### src/logic/mode_select_pkg.sv
// constants and types for the per-channel interface mode selector
// assumes one clock domain; configuration memory words arrive already fetched
package mode_select_pkg;

   // channel interface modes
   typedef enum logic [3:0] {
      MODE_ASYNC_SERIAL = 4'h0,
      MODE_ASYNC_FIFO   = 4'h1,
      MODE_SYNC_FIFO    = 4'h2,
      MODE_FAST_SERIAL  = 4'h3,
      MODE_CPU_FIFO     = 4'h4,
      MODE_ASYNC_BANG   = 4'h5,
      MODE_SYNC_BANG    = 4'h6,
      MODE_SERIAL_ENG   = 4'h7,
      MODE_HOST_BUS_EMU = 4'h8
   } chan_mode_t;

   // configuration memory base-mode codes (low bits of the per-channel word)
   localparam logic [1:0] CFG_ASYNC_SERIAL = 2'h0;
   localparam logic [1:0] CFG_ASYNC_FIFO   = 2'h1;
   localparam logic [1:0] CFG_CPU_FIFO     = 2'h2;
   localparam logic [1:0] CFG_FAST_SERIAL  = 2'h3;
   localparam int         CFG_SYNC_BIT     = 2;

   // mode-switch command values
   localparam logic [7:0] CMD_RESET_MODE   = 8'h00;
   localparam logic [7:0] CMD_ASYNC_BANG   = 8'h01;
   localparam logic [7:0] CMD_SERIAL_ENG   = 8'h02;
   localparam logic [7:0] CMD_SYNC_BANG    = 8'h04;
   localparam logic [7:0] CMD_HOST_BUS_EMU = 8'h08;
   localparam logic [7:0] CMD_SYNC_FIFO    = 8'h40;

   // register map (word index * 4)
   localparam logic [3:0] REG_CTRL   = 4'h0;
   localparam logic [3:0] REG_CMD    = 4'h4;
   localparam logic [3:0] REG_STATUS = 4'h8;
   localparam logic [3:0] REG_DIRB   = 4'hc;

   localparam int CTRL_ENUM_BIT  = 0;
   localparam int CMD_CHAN_BIT   = 8;
   localparam int CMD_DIR_BIT    = 9;
   localparam int ST_LOADED_BIT  = 8;
   localparam int ST_SYNCF_BIT   = 9;
   localparam int ST_BBUSED_BIT  = 10;
   localparam int ST_REJECT_BIT  = 11;

   localparam logic [7:0] DIRB_RESET = 8'h00;

   typedef struct packed {
      logic       wr;
      logic       rd;
      logic [3:0] addr;
      logic [31:0] wdata;
   } reg_req_t;

   typedef struct packed {
      logic [7:0] dat_oe;
      logic       txe_n;
      logic       rxf_n;
      logic       rd_oe;
      logic       wr_oe;
   } chb_pins_t;

endpackage

### src/logic/buf_owner.sv
// buffer-memory owner selector: channel b's buffer follows channel a in sync fifo
// assumes requests are synchronous to core_clk; grant and owner outputs are registered
`timescale 1ns/10ps
`default_nettype none
module buf_owner
   import mode_select_pkg::*;
(
   input  wire logic       core_clk,
   input  wire logic       rst_n,
   input  wire logic       sync_fifo,
   input  wire logic       a_req,
   input  wire logic       b_req,
   output logic            b_grant_q,
   output logic            b_owner_a_q
);
   logic b_grant_d;
   logic b_owner_a_d;

   always_comb
   begin
      b_owner_a_d = sync_fifo;
      b_grant_d   = sync_fifo ? a_req : b_req;
   end

   always_ff @(posedge core_clk or negedge rst_n)
   begin
      if (!rst_n)
      begin
         b_grant_q   <= 1'b0;
         b_owner_a_q <= 1'b0;
      end
      else
      begin
         b_grant_q   <= b_grant_d;
         b_owner_a_q <= b_owner_a_d;
      end
   end
endmodule
`default_nettype wire

### src/logic/mode_select.sv
// per-channel interface mode selector for a two-channel bridge
// assumes config words, enumeration and commands come from the usb core in core_clk domain
//
// The placing of the registers and the plain strobed port were decided locally.
`timescale 1ns/10ps
`default_nettype none
// Operation
// - reset puts both channels in async serial
// - config memory load sets base mode
// - after enumeration command selects bang/engine modes
// - value 0x40 in fifo mode selects sync
// - sync fifo needs both channels in a fifo mode; a config load selecting sync on a forces b to async fifo whatever b's word
// - sync fifo gives channel b buffer to a
// - channel b pins keep state or default
// - direction command may float channel b pins
// - mode sources limited per table
module mode_select
   import mode_select_pkg::*;
(
   input  wire logic        core_clk,
   input  wire logic        rst_n,
   input  wire logic        cfg_valid,
   input  wire logic [2:0]  cfg_mode_a,
   input  wire logic [2:0]  cfg_mode_b,
   input  wire logic [3:0]  reg_addr,
   input  wire logic [31:0] reg_wdata,
   input  wire logic        reg_wr,
   input  wire logic        reg_rd,
   input  wire logic        a_buf_req,
   input  wire logic        b_buf_req,
   output logic [31:0]      reg_rdata_q,
   output chan_mode_t       mode_a_q,
   output chan_mode_t       mode_b_q,
   output logic             b_buf_grant,
   output logic             b_buf_to_a,
   output chb_pins_t        chb_pins_q
);
   chan_mode_t mode_a_d, mode_b_d;
   logic       loaded_q, loaded_d;
   logic       enum_q, enum_d;
   logic       bused_q, bused_d;
   logic       reject_q, reject_d;
   logic [7:0] dirb_q, dirb_d;
   logic [31:0] rdata_d;
   chb_pins_t  pins_d;
   logic       sync_now;
   logic       cmd_wr;

   function automatic chan_mode_t cfg_decode(input logic [2:0] w);
      chan_mode_t m;
      m = MODE_ASYNC_SERIAL;
      unique case (w[1:0])
         CFG_ASYNC_SERIAL: m = MODE_ASYNC_SERIAL;
         CFG_ASYNC_FIFO:   m = w[CFG_SYNC_BIT] ? MODE_SYNC_FIFO : MODE_ASYNC_FIFO;
         CFG_CPU_FIFO:     m = MODE_CPU_FIFO;
         CFG_FAST_SERIAL:  m = MODE_FAST_SERIAL;
      endcase
      return m;
   endfunction

   function automatic logic is_fifo(input chan_mode_t m);
      return (m == MODE_ASYNC_FIFO) || (m == MODE_SYNC_FIFO);
   endfunction

   assign cmd_wr   = reg_wr && (reg_addr == REG_CMD);
   assign sync_now = (mode_a_q == MODE_SYNC_FIFO);

   always_comb
   begin
      logic [7:0] val;
      logic       chan;
      logic       ok;
      chan_mode_t base, nm;
      val      = reg_wdata[7:0];
      chan     = reg_wdata[CMD_CHAN_BIT];
      ok       = 1'b1;
      base     = chan ? mode_b_q : mode_a_q;
      nm       = base;
      mode_a_d = mode_a_q;
      mode_b_d = mode_b_q;
      loaded_d = loaded_q;
      enum_d   = enum_q;
      dirb_d   = dirb_q;
      reject_d = reject_q;
      bused_d  = bused_q | (b_buf_req & ~sync_now);
      if (reg_wr && reg_addr == REG_CTRL)
         enum_d = reg_wdata[CTRL_ENUM_BIT];
      if (reg_wr && reg_addr == REG_DIRB)
         dirb_d = reg_wdata[7:0];
      if (cfg_valid && !loaded_q)
      begin
         mode_a_d = cfg_decode(cfg_mode_a);
         mode_b_d = cfg_decode(cfg_mode_b);
         if (mode_a_d == MODE_SYNC_FIFO)
            mode_b_d = MODE_ASYNC_FIFO;
         loaded_d = 1'b1;
      end
      else if (cmd_wr && enum_q && loaded_q)
      begin
         if (reg_wdata[CMD_DIR_BIT])
         begin
            if (chan)
               dirb_d = val;
         end
         else
         begin
            unique case (val)
               CMD_ASYNC_BANG:   nm = MODE_ASYNC_BANG;
               CMD_SYNC_BANG:    nm = MODE_SYNC_BANG;
               CMD_SERIAL_ENG:   nm = MODE_SERIAL_ENG;
               CMD_HOST_BUS_EMU: nm = MODE_HOST_BUS_EMU;
               CMD_SYNC_FIFO:
                  // both channels must already sit in a fifo mode
                  if (!chan && is_fifo(mode_a_q) && is_fifo(mode_b_q))
                     nm = MODE_SYNC_FIFO;
                  else
                     ok = 1'b0;
               default:
                  nm = is_fifo(base) ? MODE_ASYNC_FIFO : base;
            endcase
            // channel b is unusable while channel a owns its buffer
            if (chan && sync_now)
               ok = 1'b0;
            reject_d = ~ok;
            if (ok)
            begin
               if (chan)
                  mode_b_d = nm;
               else
                  mode_a_d = nm;
            end
         end
      end
   end

   always_comb
   begin
      // unused channel b shows its default idle pin state
      pins_d.dat_oe = bused_q ? dirb_q : 8'h00;
      pins_d.txe_n  = 1'b0;
      pins_d.rxf_n  = 1'b1;
      pins_d.rd_oe  = 1'b0;
      pins_d.wr_oe  = 1'b0;
      if (sync_now)
         pins_d = chb_pins_q;
      // an idle channel b keeps its default pins; a one-cycle enable pulse there would glitch the bus
      if (cmd_wr && reg_wdata[CMD_DIR_BIT] && reg_wdata[CMD_CHAN_BIT] && enum_q && loaded_q
          && (bused_q || sync_now))
         pins_d.dat_oe = reg_wdata[7:0];
   end

   always_comb
   begin
      rdata_d = 32'h0000_0000;
      if (reg_rd)
      begin
         unique case (reg_addr)
            REG_CTRL:   rdata_d[CTRL_ENUM_BIT] = enum_q;
            REG_STATUS:
            begin
               rdata_d[3:0] = mode_a_q;
               rdata_d[7:4] = mode_b_q;
               rdata_d[ST_LOADED_BIT] = loaded_q;
               rdata_d[ST_SYNCF_BIT]  = sync_now;
               rdata_d[ST_BBUSED_BIT] = bused_q;
               rdata_d[ST_REJECT_BIT] = reject_q;
            end
            REG_DIRB:   rdata_d[7:0] = dirb_q;
            default:    rdata_d = 32'h0000_0000;
         endcase
      end
   end

   always_ff @(posedge core_clk or negedge rst_n)
   begin
      if (!rst_n)
      begin
         mode_a_q    <= MODE_ASYNC_SERIAL;
         mode_b_q    <= MODE_ASYNC_SERIAL;
         loaded_q    <= 1'b0;
         enum_q      <= 1'b0;
         bused_q     <= 1'b0;
         reject_q    <= 1'b0;
         dirb_q      <= DIRB_RESET;
         reg_rdata_q <= 32'h0000_0000;
         chb_pins_q  <= '{dat_oe: 8'h00, txe_n: 1'b0, rxf_n: 1'b1, rd_oe: 1'b0, wr_oe: 1'b0};
      end
      else
      begin
         mode_a_q    <= mode_a_d;
         mode_b_q    <= mode_b_d;
         loaded_q    <= loaded_d;
         enum_q      <= enum_d;
         bused_q     <= bused_d;
         reject_q    <= reject_d;
         dirb_q      <= dirb_d;
         reg_rdata_q <= rdata_d;
         chb_pins_q  <= pins_d;
      end
   end

   buf_owner u_buf_owner (
      .core_clk    (core_clk),
      .rst_n       (rst_n),
      .sync_fifo   (sync_now),
      .a_req       (a_buf_req),
      .b_req       (b_buf_req),
      .b_grant_q   (b_buf_grant),
      .b_owner_a_q (b_buf_to_a)
   );

   AST_RESET_ASYNC_SERIAL: assert property (@(posedge core_clk) disable iff (!rst_n)
      !loaded_q |-> (mode_a_q == MODE_ASYNC_SERIAL && mode_b_q == MODE_ASYNC_SERIAL))
      else $error("mode left async serial before load");
   AST_LOAD_SETS_MODE: assert property (@(posedge core_clk) disable iff (!rst_n)
      (cfg_valid && !loaded_q) |=> (loaded_q && mode_a_q == cfg_decode($past(cfg_mode_a))))
      else $error("config load did not set channel a mode");
   AST_CMD_NEEDS_ENUM: assert property (@(posedge core_clk) disable iff (!rst_n)
      (cmd_wr && !enum_q && !cfg_valid) |=> $stable(mode_a_q) && $stable(mode_b_q))
      else $error("mode changed by command before enumeration");
   AST_SYNC_FIFO_ENTRY: assert property (@(posedge core_clk) disable iff (!rst_n)
      (cmd_wr && enum_q && loaded_q && !cfg_valid && reg_wdata[9:0] == 10'h040
       && mode_a_q == MODE_ASYNC_FIFO && mode_b_q == MODE_ASYNC_FIFO) |=> sync_now)
      else $error("0x40 did not select sync fifo");
   AST_SYNC_NEEDS_FIFO: assert property (@(posedge core_clk) disable iff (!rst_n)
      ($rose(sync_now) && $past(loaded_q)) |-> $past(is_fifo(mode_b_q)))
      else $error("sync fifo entered without channel b in fifo mode");
   AST_B_BUF_TO_A: assert property (@(posedge core_clk) disable iff (!rst_n)
      sync_now |=> (b_buf_to_a && b_buf_grant == $past(a_buf_req)))
      else $error("channel b buffer not handed to channel a");
   AST_B_PINS_HOLD: assert property (@(posedge core_clk) disable iff (!rst_n)
      (sync_now && !cmd_wr) |=> $stable(chb_pins_q))
      else $error("channel b pins moved during sync fifo");
   AST_B_DEFAULT_PINS: assert property (@(posedge core_clk) disable iff (!rst_n)
      (!bused_q && !sync_now) |=> (chb_pins_q.dat_oe == 8'h00 && chb_pins_q.rxf_n))
      else $error("unused channel b pins not in default state");
   AST_MODE_ONLY_BY_SOURCE: assert property (@(posedge core_clk) disable iff (!rst_n)
      (!cfg_valid && !cmd_wr) |=> $stable(mode_a_q) && $stable(mode_b_q))
      else $error("mode changed without a source");
endmodule
`default_nettype wire

### config.mk
export PLATFORM = sky130hd
export DESIGN_NAME = mode_select
export DESIGN_NICKNAME = d
export VERILOG_FILES = /design/src/logic/mode_select_pkg.sv /design/src/logic/buf_owner.sv /design/src/logic/mode_select.sv
export SDC_FILE = /design/constraint.sdc
export NUM_CORES = 1
export LEC_CHECK = 0
export BUFFER_PORTS_ARGS = -buffer_cell sky130_fd_sc_hd__buf_2
export CAP_MARGIN = 5
export CORE_MARGIN = 4
export CORE_UTILIZATION = 48
export CTS_CLUSTER_SIZE = 25
export DETAILED_ROUTE_END_ITERATION = 8
export GPL_TIMING_DRIVEN = 0
export MAX_ROUTING_LAYER = met4
export PLACE_DENSITY_LB_ADDON = 0.12
export REMOVE_ABC_BUFFERS = 1
export SYNTH_ARGS = -nofsm -noshare
export SYNTH_HDL_FRONTEND = slang
export SYNTH_HIERARCHICAL = 1
export SYNTH_SLANG_ARGS = --single-unit
export TNS_END_PERCENT = 100
### constraint.sdc
create_clock -name core_clk -period 2.7 [get_ports core_clk]
set_clock_uncertainty 0.2 [all_clocks]
set_input_delay 0.135 -clock core_clk [delete_from_list [all_inputs] [get_ports core_clk]]
set_output_delay 0.135 -clock core_clk [all_outputs]
set_load 0.02 [all_outputs]
==> impl_results.md, run 1 <==
- Number of synthesized flops with an enable pin: 0
- Vias in the first global route: 1960
- Clock tree from TritonCTS: built
- Critical path peak fanout: 12
- Count of inserted antenna diode cells: 0
- Final design utilization: 0.597
- Core ar.: 4820 um^2
- Die span in y: 79.2 um
- Unrepaired setup endpoints after global routing: false
- Pins Over Slew Limit: 0
- Status: finished clean
- Flip-flop cell with the highest count after synthesis: sky130_fd_sc_hd__dfrtp_1
- Total of buffers placed on input and output ports: 56
- Starting density of the core: 0.505
- Depth of the CTS H-tree: 2
- Reg2reg end: chb_pins_q[4]$_DFFE_PN0P_
- Setup TNS after final layout: 0 ns
- WL per Instance: 15.5 um
- Detailed Routing Iterations Pass 1: 4
- Most frequent cells in the layout: sky130_fd_sc_hd__buf_2 (56), sky130_fd_sc_hd__dfrtp_1 (42), sky130_fd_sc_hd__conb_1 (24)
- Slew at the pin closest to its max-slew limit: roughly 0.97 ns
- Fraction of final layout cells sized beyond drive strength 1: 0.286
- Crit path time final: 2.51 ns
- Resize count post-CTS: 0
- Final Instance Area: ~2900 um^2
- Leakage power: 1.35 nW
- Max clock buf depth: 2
- Routability congestion estimate: 0.848
- Startpoint types: flip-flop
- Number of violations of the max-capacitance limit: 0
- Number of instances in the synthesized netlist: 249
- Maximum achievable frequency: 399 MHz
- Number of nets still failing antenna checks after routing: 0
- Clock tree root buffer cell: sky130_fd_sc_hd__clkbuf_8
- Required time at the worst-slack endpoint: approximately 2.7 ns
- Post-place instance area: 2640 um^2
- Distinct cells, synth: 58
- IO Count: approximately 100
- Remaining global-route overflow: 0
- Leading cell type in the layout, fill and taps excluded: sky130_fd_sc_hd__buf_2
- Maximum ir drop on the vdd rail: 0.299 mV
- Synthesis Warnings: 6
- Die span in x: slightly below 80 um
- Hold Path Depth: 3
- Final critical-path share of the clock period: 0.929
- Setup-failing EPs final: 0
- Endpoint arrival time on the critical path: 2.47 ns
- Register bit total from synthesis: 42
- Class of the tightest hold or removal check: in -> reg
- Hold path endpoint: mode_a_q[1]$_DFFE_PN0P_
- Area of the die: about 6300 um^2
- Fraction of registers with async set or reset after synthesis: 1.00
- Worst setup margin: around 0.19 ns
- All-layer global routing usage: 0.201
- Number of rows created at floorplan: 25
- Clock slew at reported path FFs: 0.08 ns
- DRT Wirelength: 5.93 mm
- Endpoint kind of the worst setup timing path: flip-flop
- Cell-by-cell listing of the critical path: or2_2 > or3b_2 > inv_1 > nand2_1 > o22ai_1 > a21oi_1
- Library cell contributing the largest single delay on the critical path: sky130_fd_sc_hd__or3b_2
- Kind of critical path: reg -> reg
- Reg2reg setup slack: between 0.15 and 0.2 ns
- Number of vias in the routed layout: around 2000
- Num Clock Sinks: 42
- Clock latency of the later-clocked register in the worst-skew pair: 0.29 ns
- Post-route DRC: 0
- Sum of net half-perimeters after detailed placement: between 4 and 5 mm
- Cell area after synthesis: 2430 um^2
- Sequential element share of the synthesized area: 0.432
- Pin count of the biggest net entering global routing: 43
- Inserted Clock Buffers: 5
- Via density per instance: 5.22
- Source of the worst hold timing path: cfg_mode_a[2]
- First DRT Iteration DRCs: 133
- Reg-to-reg startpoint: mode_a_q[2]$_DFFE_PN0P_
- Total power divided by cell area: 575 nW/um^2
- Worst R2R Path Depth: 6
- Average footprint of a synthesized cell: between 9 and 10 um^2
- Filler cells: 472
- Final hold vios: 0
- Overall power of the completed layout: 0.00166 W
- Largest stage delay on the critical path: 0.63 ns
- First-pass GRT wire length: 9.72 mm
- DP Worst Slack: 0.205 ns
- Slew margin rel.: 0.357
- Initial antenna violation count: 0
- Final net count: between 300 and 400
- Post-synthesis to final-layout area growth: 18.3%
[flip-flops by register name, indices dropped and copies added (netlist names)]
name,count
u_buf_owner/b_grant_q,1
reg_rdata_q,12
chb_pins_q,8
reject_q,1
mode_a_q,4
bused_q,1
u_buf_owner/b_owner_a_q,1
enum_q,1
dirb_q,8
loaded_q,1
mode_b_q,4
[metrics by stage]
step / hold WS (ns) / cells
4_1_cts: 0.0245 / 382
5_1_grt: 0.0332 / 382
3_3_place_gp: 0.131 / 359
3_5_place_dp: 0.137 / 359
6_report: 0.0261 / 382
2_1_floorplan: -0.361 / 236
[cell type report]
| class | instances | area [um^2] | share of cell area |
|---|---|---|---|
| clock buffer | 6 | 72.6 | 0.0252 |
| multi-input combinational | 188 | 1200 | 0.418 |
| clock inverter | 2 | 13.8 | 0.00478 |
| tap | 67 | 83.8 | 0.0291 |
| sequential | 42 | 1050 | 0.365 |
| inverter | 6 | 22.5 | 0.00783 |
| timing repair buffer | 71 | 430 | 0.150 |
[worst max-delay path by stage]
stage	startpoint	cells past startpoint	end
6_report	mode_a_q[2]$_DFFE_PN0P_	6	chb_pins_q[4]$_DFFE_PN0P_
2_1_floorplan	mode_a_q[2]$_DFFE_PN0P_	6	mode_a_q[2]$_DFFE_PN0P_
5_1_grt	mode_a_q[2]$_DFFE_PN0P_	6	chb_pins_q[4]$_DFFE_PN0P_
4_1_cts	mode_a_q[2]$_DFFE_PN0P_	6	chb_pins_q[4]$_DFFE_PN0P_
3_5_place_dp	mode_a_q[2]$_DFFE_PN0P_	6	chb_pins_q[7]$_DFFE_PN0P_
3_3_place_gp	mode_a_q[2]$_DFFE_PN0P_	6	chb_pins_q[7]$_DFFE_PN0P_
[critical path, delay by kind of cell (launching register included)]
| kind | cells | cell delay (ns) |
|---|---|---|
| buffers and inverters | 1 | 0.21 |
| AOI/OAI and AO/OA | 2 | 0.26 |
| and+or+nand+nor | 3 | 1.21 |
| DFF | 1 | 0.48 |
[what timing repair did]
item,4_1_cts,5_1_grt
setup endpoints to repair,0,0
hold buffers,15,0
buffers inserted,0,0
hold endpoints to repair,56,0
[routing by layer]
metal  part of all wire  vias up  track usage
met5                  0        -            -
met4             0.0093        0       0.0430
met3              0.066        7       0.0385
met2               0.48       66        0.324
met1               0.44      943        0.265
li1                   -      977            -
[synth_stat cells, types with 2 or more instances]
library cell / number / area share
sky130_fd_sc_hd__dfrtp_1: 42 / 0.43
sky130_fd_sc_hd__buf_4: 24 / 0.074
sky130_fd_sc_hd__nor2_1: 21 / 0.032
sky130_fd_sc_hd__a21oi_1: 15 / 0.031
sky130_fd_sc_hd__o21ai_0: 15 / 0.031
sky130_fd_sc_hd__nand2_1: 14 / 0.022
sky130_fd_sc_hd__mux2_2: 10 / 0.046
sky130_fd_sc_hd__mux2i_1: 9 / 0.037
sky130_fd_sc_hd__o22ai_1: 8 / 0.021
sky130_fd_sc_hd__inv_1: 6 / 0.0093
sky130_fd_sc_hd__nor3_1: 6 / 0.012
sky130_fd_sc_hd__a31oi_1: 5 / 0.013
sky130_fd_sc_hd__o211ai_1: 5 / 0.015
sky130_fd_sc_hd__buf_2: 4 / 0.0082
sky130_fd_sc_hd__nand3_1: 4 / 0.0082
sky130_fd_sc_hd__xnor2_1: 4 / 0.014
sky130_fd_sc_hd__and2_1: 3 / 0.0077
sky130_fd_sc_hd__clkbuf_1: 3 / 0.0046
sky130_fd_sc_hd__nand2b_1: 3 / 0.0077
sky130_fd_sc_hd__a22oi_1: 2 / 0.0062
sky130_fd_sc_hd__buf_1: 2 / 0.0031
sky130_fd_sc_hd__conb_1: 2 / 0.0031
sky130_fd_sc_hd__nand4_1: 2 / 0.0051
sky130_fd_sc_hd__o22a_1: 2 / 0.0072
sky130_fd_sc_hd__o31ai_2: 2 / 0.010
sky130_fd_sc_hd__or2_2: 2 / 0.0051
sky130_fd_sc_hd__or2_4: 2 / 0.0072
sky130_fd_sc_hd__xor2_1: 2 / 0.0072
[power breakdown]
part	switching [W]	internal, W	total (W)
combinational	0.000274	0.000185	0.000458
sequential	0.0000768	0.000717	0.000794
clock	0.000221	0.000183	0.000403
total	0.000571	0.00108	0.00166
[cells by family (layout without fill, tap and decap cells)]
logic type	Yosys count	count (layout)	synth area share
flops	42	42	0.432
mux	20	20	0.0896
other cells	2	24	0.00309
simple gates	72	72	0.165
compound gates	66	66	0.181
buf+inv	41	85	0.107
xor+xnor	6	6	0.0216
Note: power is estimated with default switching activity, not from simulation.
==> inputs of run 2 (changes only) <==
--- a/config.mk
+++ b/config.mk
@@ -9,12 +9,12 @@
 export CAP_MARGIN = 5
 export CORE_MARGIN = 4
 export CORE_UTILIZATION = 48
+export CTS_BUF_LIST = sky130_fd_sc_hd__clkbuf_8 sky130_fd_sc_hd__clkbuf_16
 export CTS_CLUSTER_SIZE = 25
 export DETAILED_ROUTE_END_ITERATION = 8
 export GPL_TIMING_DRIVEN = 0
 export MAX_ROUTING_LAYER = met4
 export PLACE_DENSITY_LB_ADDON = 0.12
-export REMOVE_ABC_BUFFERS = 1
 export SYNTH_ARGS = -nofsm -noshare
 export SYNTH_HDL_FRONTEND = slang
 export SYNTH_HIERARCHICAL = 1
==> impl_results.md, run 2 (same netlist as run 1, synthesis figures left out) <==
- Status: finished clean
- Post-synthesis to final-layout area growth: 29.4%
- Number of rows created at floorplan: 25 (unchanged)
- Depth of the CTS H-tree: 2 (unchanged)
- Starting density of the core: 0.505 (unchanged)
- Initial antenna violation count: 0 (unchanged)
- Number of setup buffers added after CTS: 0 (unchanged)
- WL per Instance: 14.9 um (-4.0%)
- Endpoint kind of the worst setup timing path: flip-flop
- DP Worst Slack: 0.276 ns (+0.0712 ns)
- Count of inserted antenna diode cells: 0 (unchanged)
- Max reg flops: 12 (unchanged)
- Net Sw Frac: 0.330 (-0.0153)
- Max clock buf depth: 2 (unchanged)
- Core ar.: 4820 um^2 (unchanged)
- Kind of critical path: reg -> reg
- Final net count: 398 (+9.6%)
- IO Count: 103 (unchanged)
- Unrepaired setup endpoints after global routing: false
- Clock slew at reported path FFs: 0.09 ns (about the same)
- All-layer global routing usage: 0.212 (+0.0112)
- Required time at the worst-slack endpoint: 2.69 ns (+0.02 ns)
- Setup TNS after final layout: 0 ns (unchanged)
- Detailed Routing Iterations Pass 1: 4 (unchanged)
- Worst setup margin: 0.248 ns (+0.0562 ns)
- DRT Wirelength: 6.21 mm (+4.8%)
- Source of the worst hold timing path: cfg_mode_b[1]
- First DRT Iteration DRCs: 95 (-29%)
- Hold_ws: 0.0123 ns (-0.0137 ns)
- Post-route DRC: 0 (unchanged)
- Seq pwr share: 0.441 (-0.039)
- Final critical-path share of the clock period: 0.908 (-0.0208)
- Hold-fix buffers at CTS: 16 (+1)
- Internal power summed over all cells: 0.00121 W (+11%)
- Setup-failing EPs final: 0 (unchanged)
- Clock tree from TritonCTS: built
- Vias in the first global route: 2057 (+4.9%)
- Num Clock Sinks: 42 (unchanged)
- Leading cell type in the layout, fill and taps excluded: sky130_fd_sc_hd__buf_2
- Pin count of the biggest net entering global routing: 43 (unchanged)
- Class of the tightest hold or removal check: in -> reg
- Share of total power in combinational logic: 0.275 (-0.002)
- Critical path origin: mode_b_q[2]$_DFFE_PN0P_
- Inserted Clock Buffers: 5 (unchanged)
- Number of vias in the routed layout: 2117 (+6.2%)
- Number of nets still failing antenna checks after routing: 0 (unchanged)
- Largest registers: reg_rdata_q x12, chb_pins_q x8, dirb_q x8
- Resize count post-CTS: 0 (unchanged)
- Power spent charging and discharging nets: 0.000594 W (+4.0%)
- Die span in y: 79.2 um (unchanged)
- Maximum ir drop on the vdd rail: 0.285 mV (-4.9%)
- Fraction of final layout cells sized beyond drive strength 1: 0.343 (+0.0571)
- Final design utilization: 0.653 (+0.0558)
- Reg-to-reg startpoint: mode_b_q[2]$_DFFE_PN0P_
- Number of violations of the max-capacitance limit: 0 (unchanged)
- Relative contribution of the clock network to total power: 0.283 (+0.039)
- Routability congestion estimate: 0.858 (+1.2%)
- Slew margin rel.: 0.366 (+0.00972)
- Startpoint types: flip-flop
- Reg with most FFs: reg_rdata_q
- Clock latency of the later-clocked register in the worst-skew pair: 0.30 ns (about the same)
- Endpoint arrival time on the critical path: 2.44 ns (-0.03 ns)
- Final hold vios: 0 (unchanged)
- Sum of net half-perimeters after detailed placement: 4.50 mm (+6.3%)
- Die span in x: 79.2 um (unchanged)
- Total of buffers placed on input and output ports: 55 (-1.8%)
- Total power divided by cell area: 573 nW/um^2 (-0.49%)
- Remaining global-route overflow: 0 (unchanged)
- Clock tree root buffer cell: sky130_fd_sc_hd__clkbuf_8
- Crit path time final: 2.45 ns (-0.0562 ns)
- Area of the die: 6270 um^2 (unchanged)
- Slew at the pin closest to its max-slew limit: 0.951 ns (-0.0146 ns)
- Maximum achievable frequency: 408 MHz (+2.3%)
- Most frequent cells in the layout: sky130_fd_sc_hd__buf_2 (59), sky130_fd_sc_hd__dfrtp_1 (42), sky130_fd_sc_hd__buf_4 (24), sky130_fd_sc_hd__conb_1 (24), sky130_fd_sc_hd__nor2_1 (21)
- Leakage power: 1.52 nW (+13%)
- Critical path peak fanout: 7 (-5)
- Via density per instance: 5.08 (-2.7%)
- First-pass GRT wire length: 10.1 mm (+3.8%)
- Pins Over Slew Limit: 0 (unchanged)
run 2: cell count changes in the layout (fill, tap and decap cells not counted):
| cell | before | now |
|---|---|---|
| sky130_fd_sc_hd__buf_6 | 0 | 1 |
| sky130_fd_sc_hd__dlygate4sd3_1 | 15 | 16 |
| sky130_fd_sc_hd__buf_4 | 0 | 24 |
| sky130_fd_sc_hd__bufinv_16 | 0 | 1 |
| sky130_fd_sc_hd__inv_6 | 0 | 1 |
| sky130_fd_sc_hd__clkbuf_4 | 0 | 1 |
| sky130_fd_sc_hd__clkinv_4 | 1 | 0 |
| sky130_fd_sc_hd__buf_1 | 0 | 2 |
| sky130_fd_sc_hd__clkbuf_1 | 1 | 3 |
| sky130_fd_sc_hd__buf_2 | 56 | 59 |
run 2: path summary, 6_finish.rpt:
path / end / slack [ns] / depth (start not counted)
max in group asynchronous: chb_pins_q[11]$_DFFE_PN0P_ / 1.38 / 2
max reg2reg: mode_b_q[2]$_DFFE_PN0P_ / 0.25 / 6
min: mode_b_q[2]$_DFFE_PN0P_ / 0.01 / 4
max: mode_b_q[2]$_DFFE_PN0P_ / 0.25 / 6
min reg2reg: reject_q$_DFFE_PN0P_ / 0.28 / 2
min in group asynchronous: mode_b_q[1]$_DFFE_PN0P_ / 0.32 / 2
run 2: power by group through the flow:
stage | clock network [W] | registers, W | logic [W]
after global placement | 0 | 0.000805 | 0.000470
final | 0.000510 | 0.000795 | 0.000496
after floorplan | 0 | 0.000860 | 0.000267
after detailed placement | 0 | 0.000807 | 0.000478
after CTS | 0.000517 | 0.000795 | 0.000497
after global routing | 0.000549 | 0.000807 | 0.000543
run 2: cell type report:
type,count,area (um^2)
fill,411,1670
sequential,42,1050
timing repair buffer,71,435
clock buffer,5,68.8
inverter,6,22.5
clock inverter,3,43.8
buffer,35,238
multi-input combinational,188,1200
tap,67,83.8
run 2: worst max-delay path, stage by stage, from the launching register on:
cell	delay, ns
sky130_fd_sc_hd__dfrtp_1	0.48
sky130_fd_sc_hd__or4_4	0.56
sky130_fd_sc_hd__nor4_4	0.23
sky130_fd_sc_hd__nor3_2	0.14
sky130_fd_sc_hd__o31ai_2	0.46
sky130_fd_sc_hd__nand2_1	0.10
sky130_fd_sc_hd__o22a_1	0.17
run 2: metal layers:
metal,GRT usage,up-vias,wire length [um]
li1,-,1050,-
met1,0.282,994,2890
met2,0.338,68,2950
met3,0.0420,5,311
met4,0.0464,0,55
met5,-,-,0
run 2: through the flow:
stage	power (W)	area, um^2	std cells
2_1_floorplan	0.00113	2510	271
3_3_place_gp	0.00128	2870	393
3_5_place_dp	0.00128	2870	393
4_1_cts	0.00181	3150	417
5_1_grt	0.00190	3150	417
6_report	0.00180	3150	417
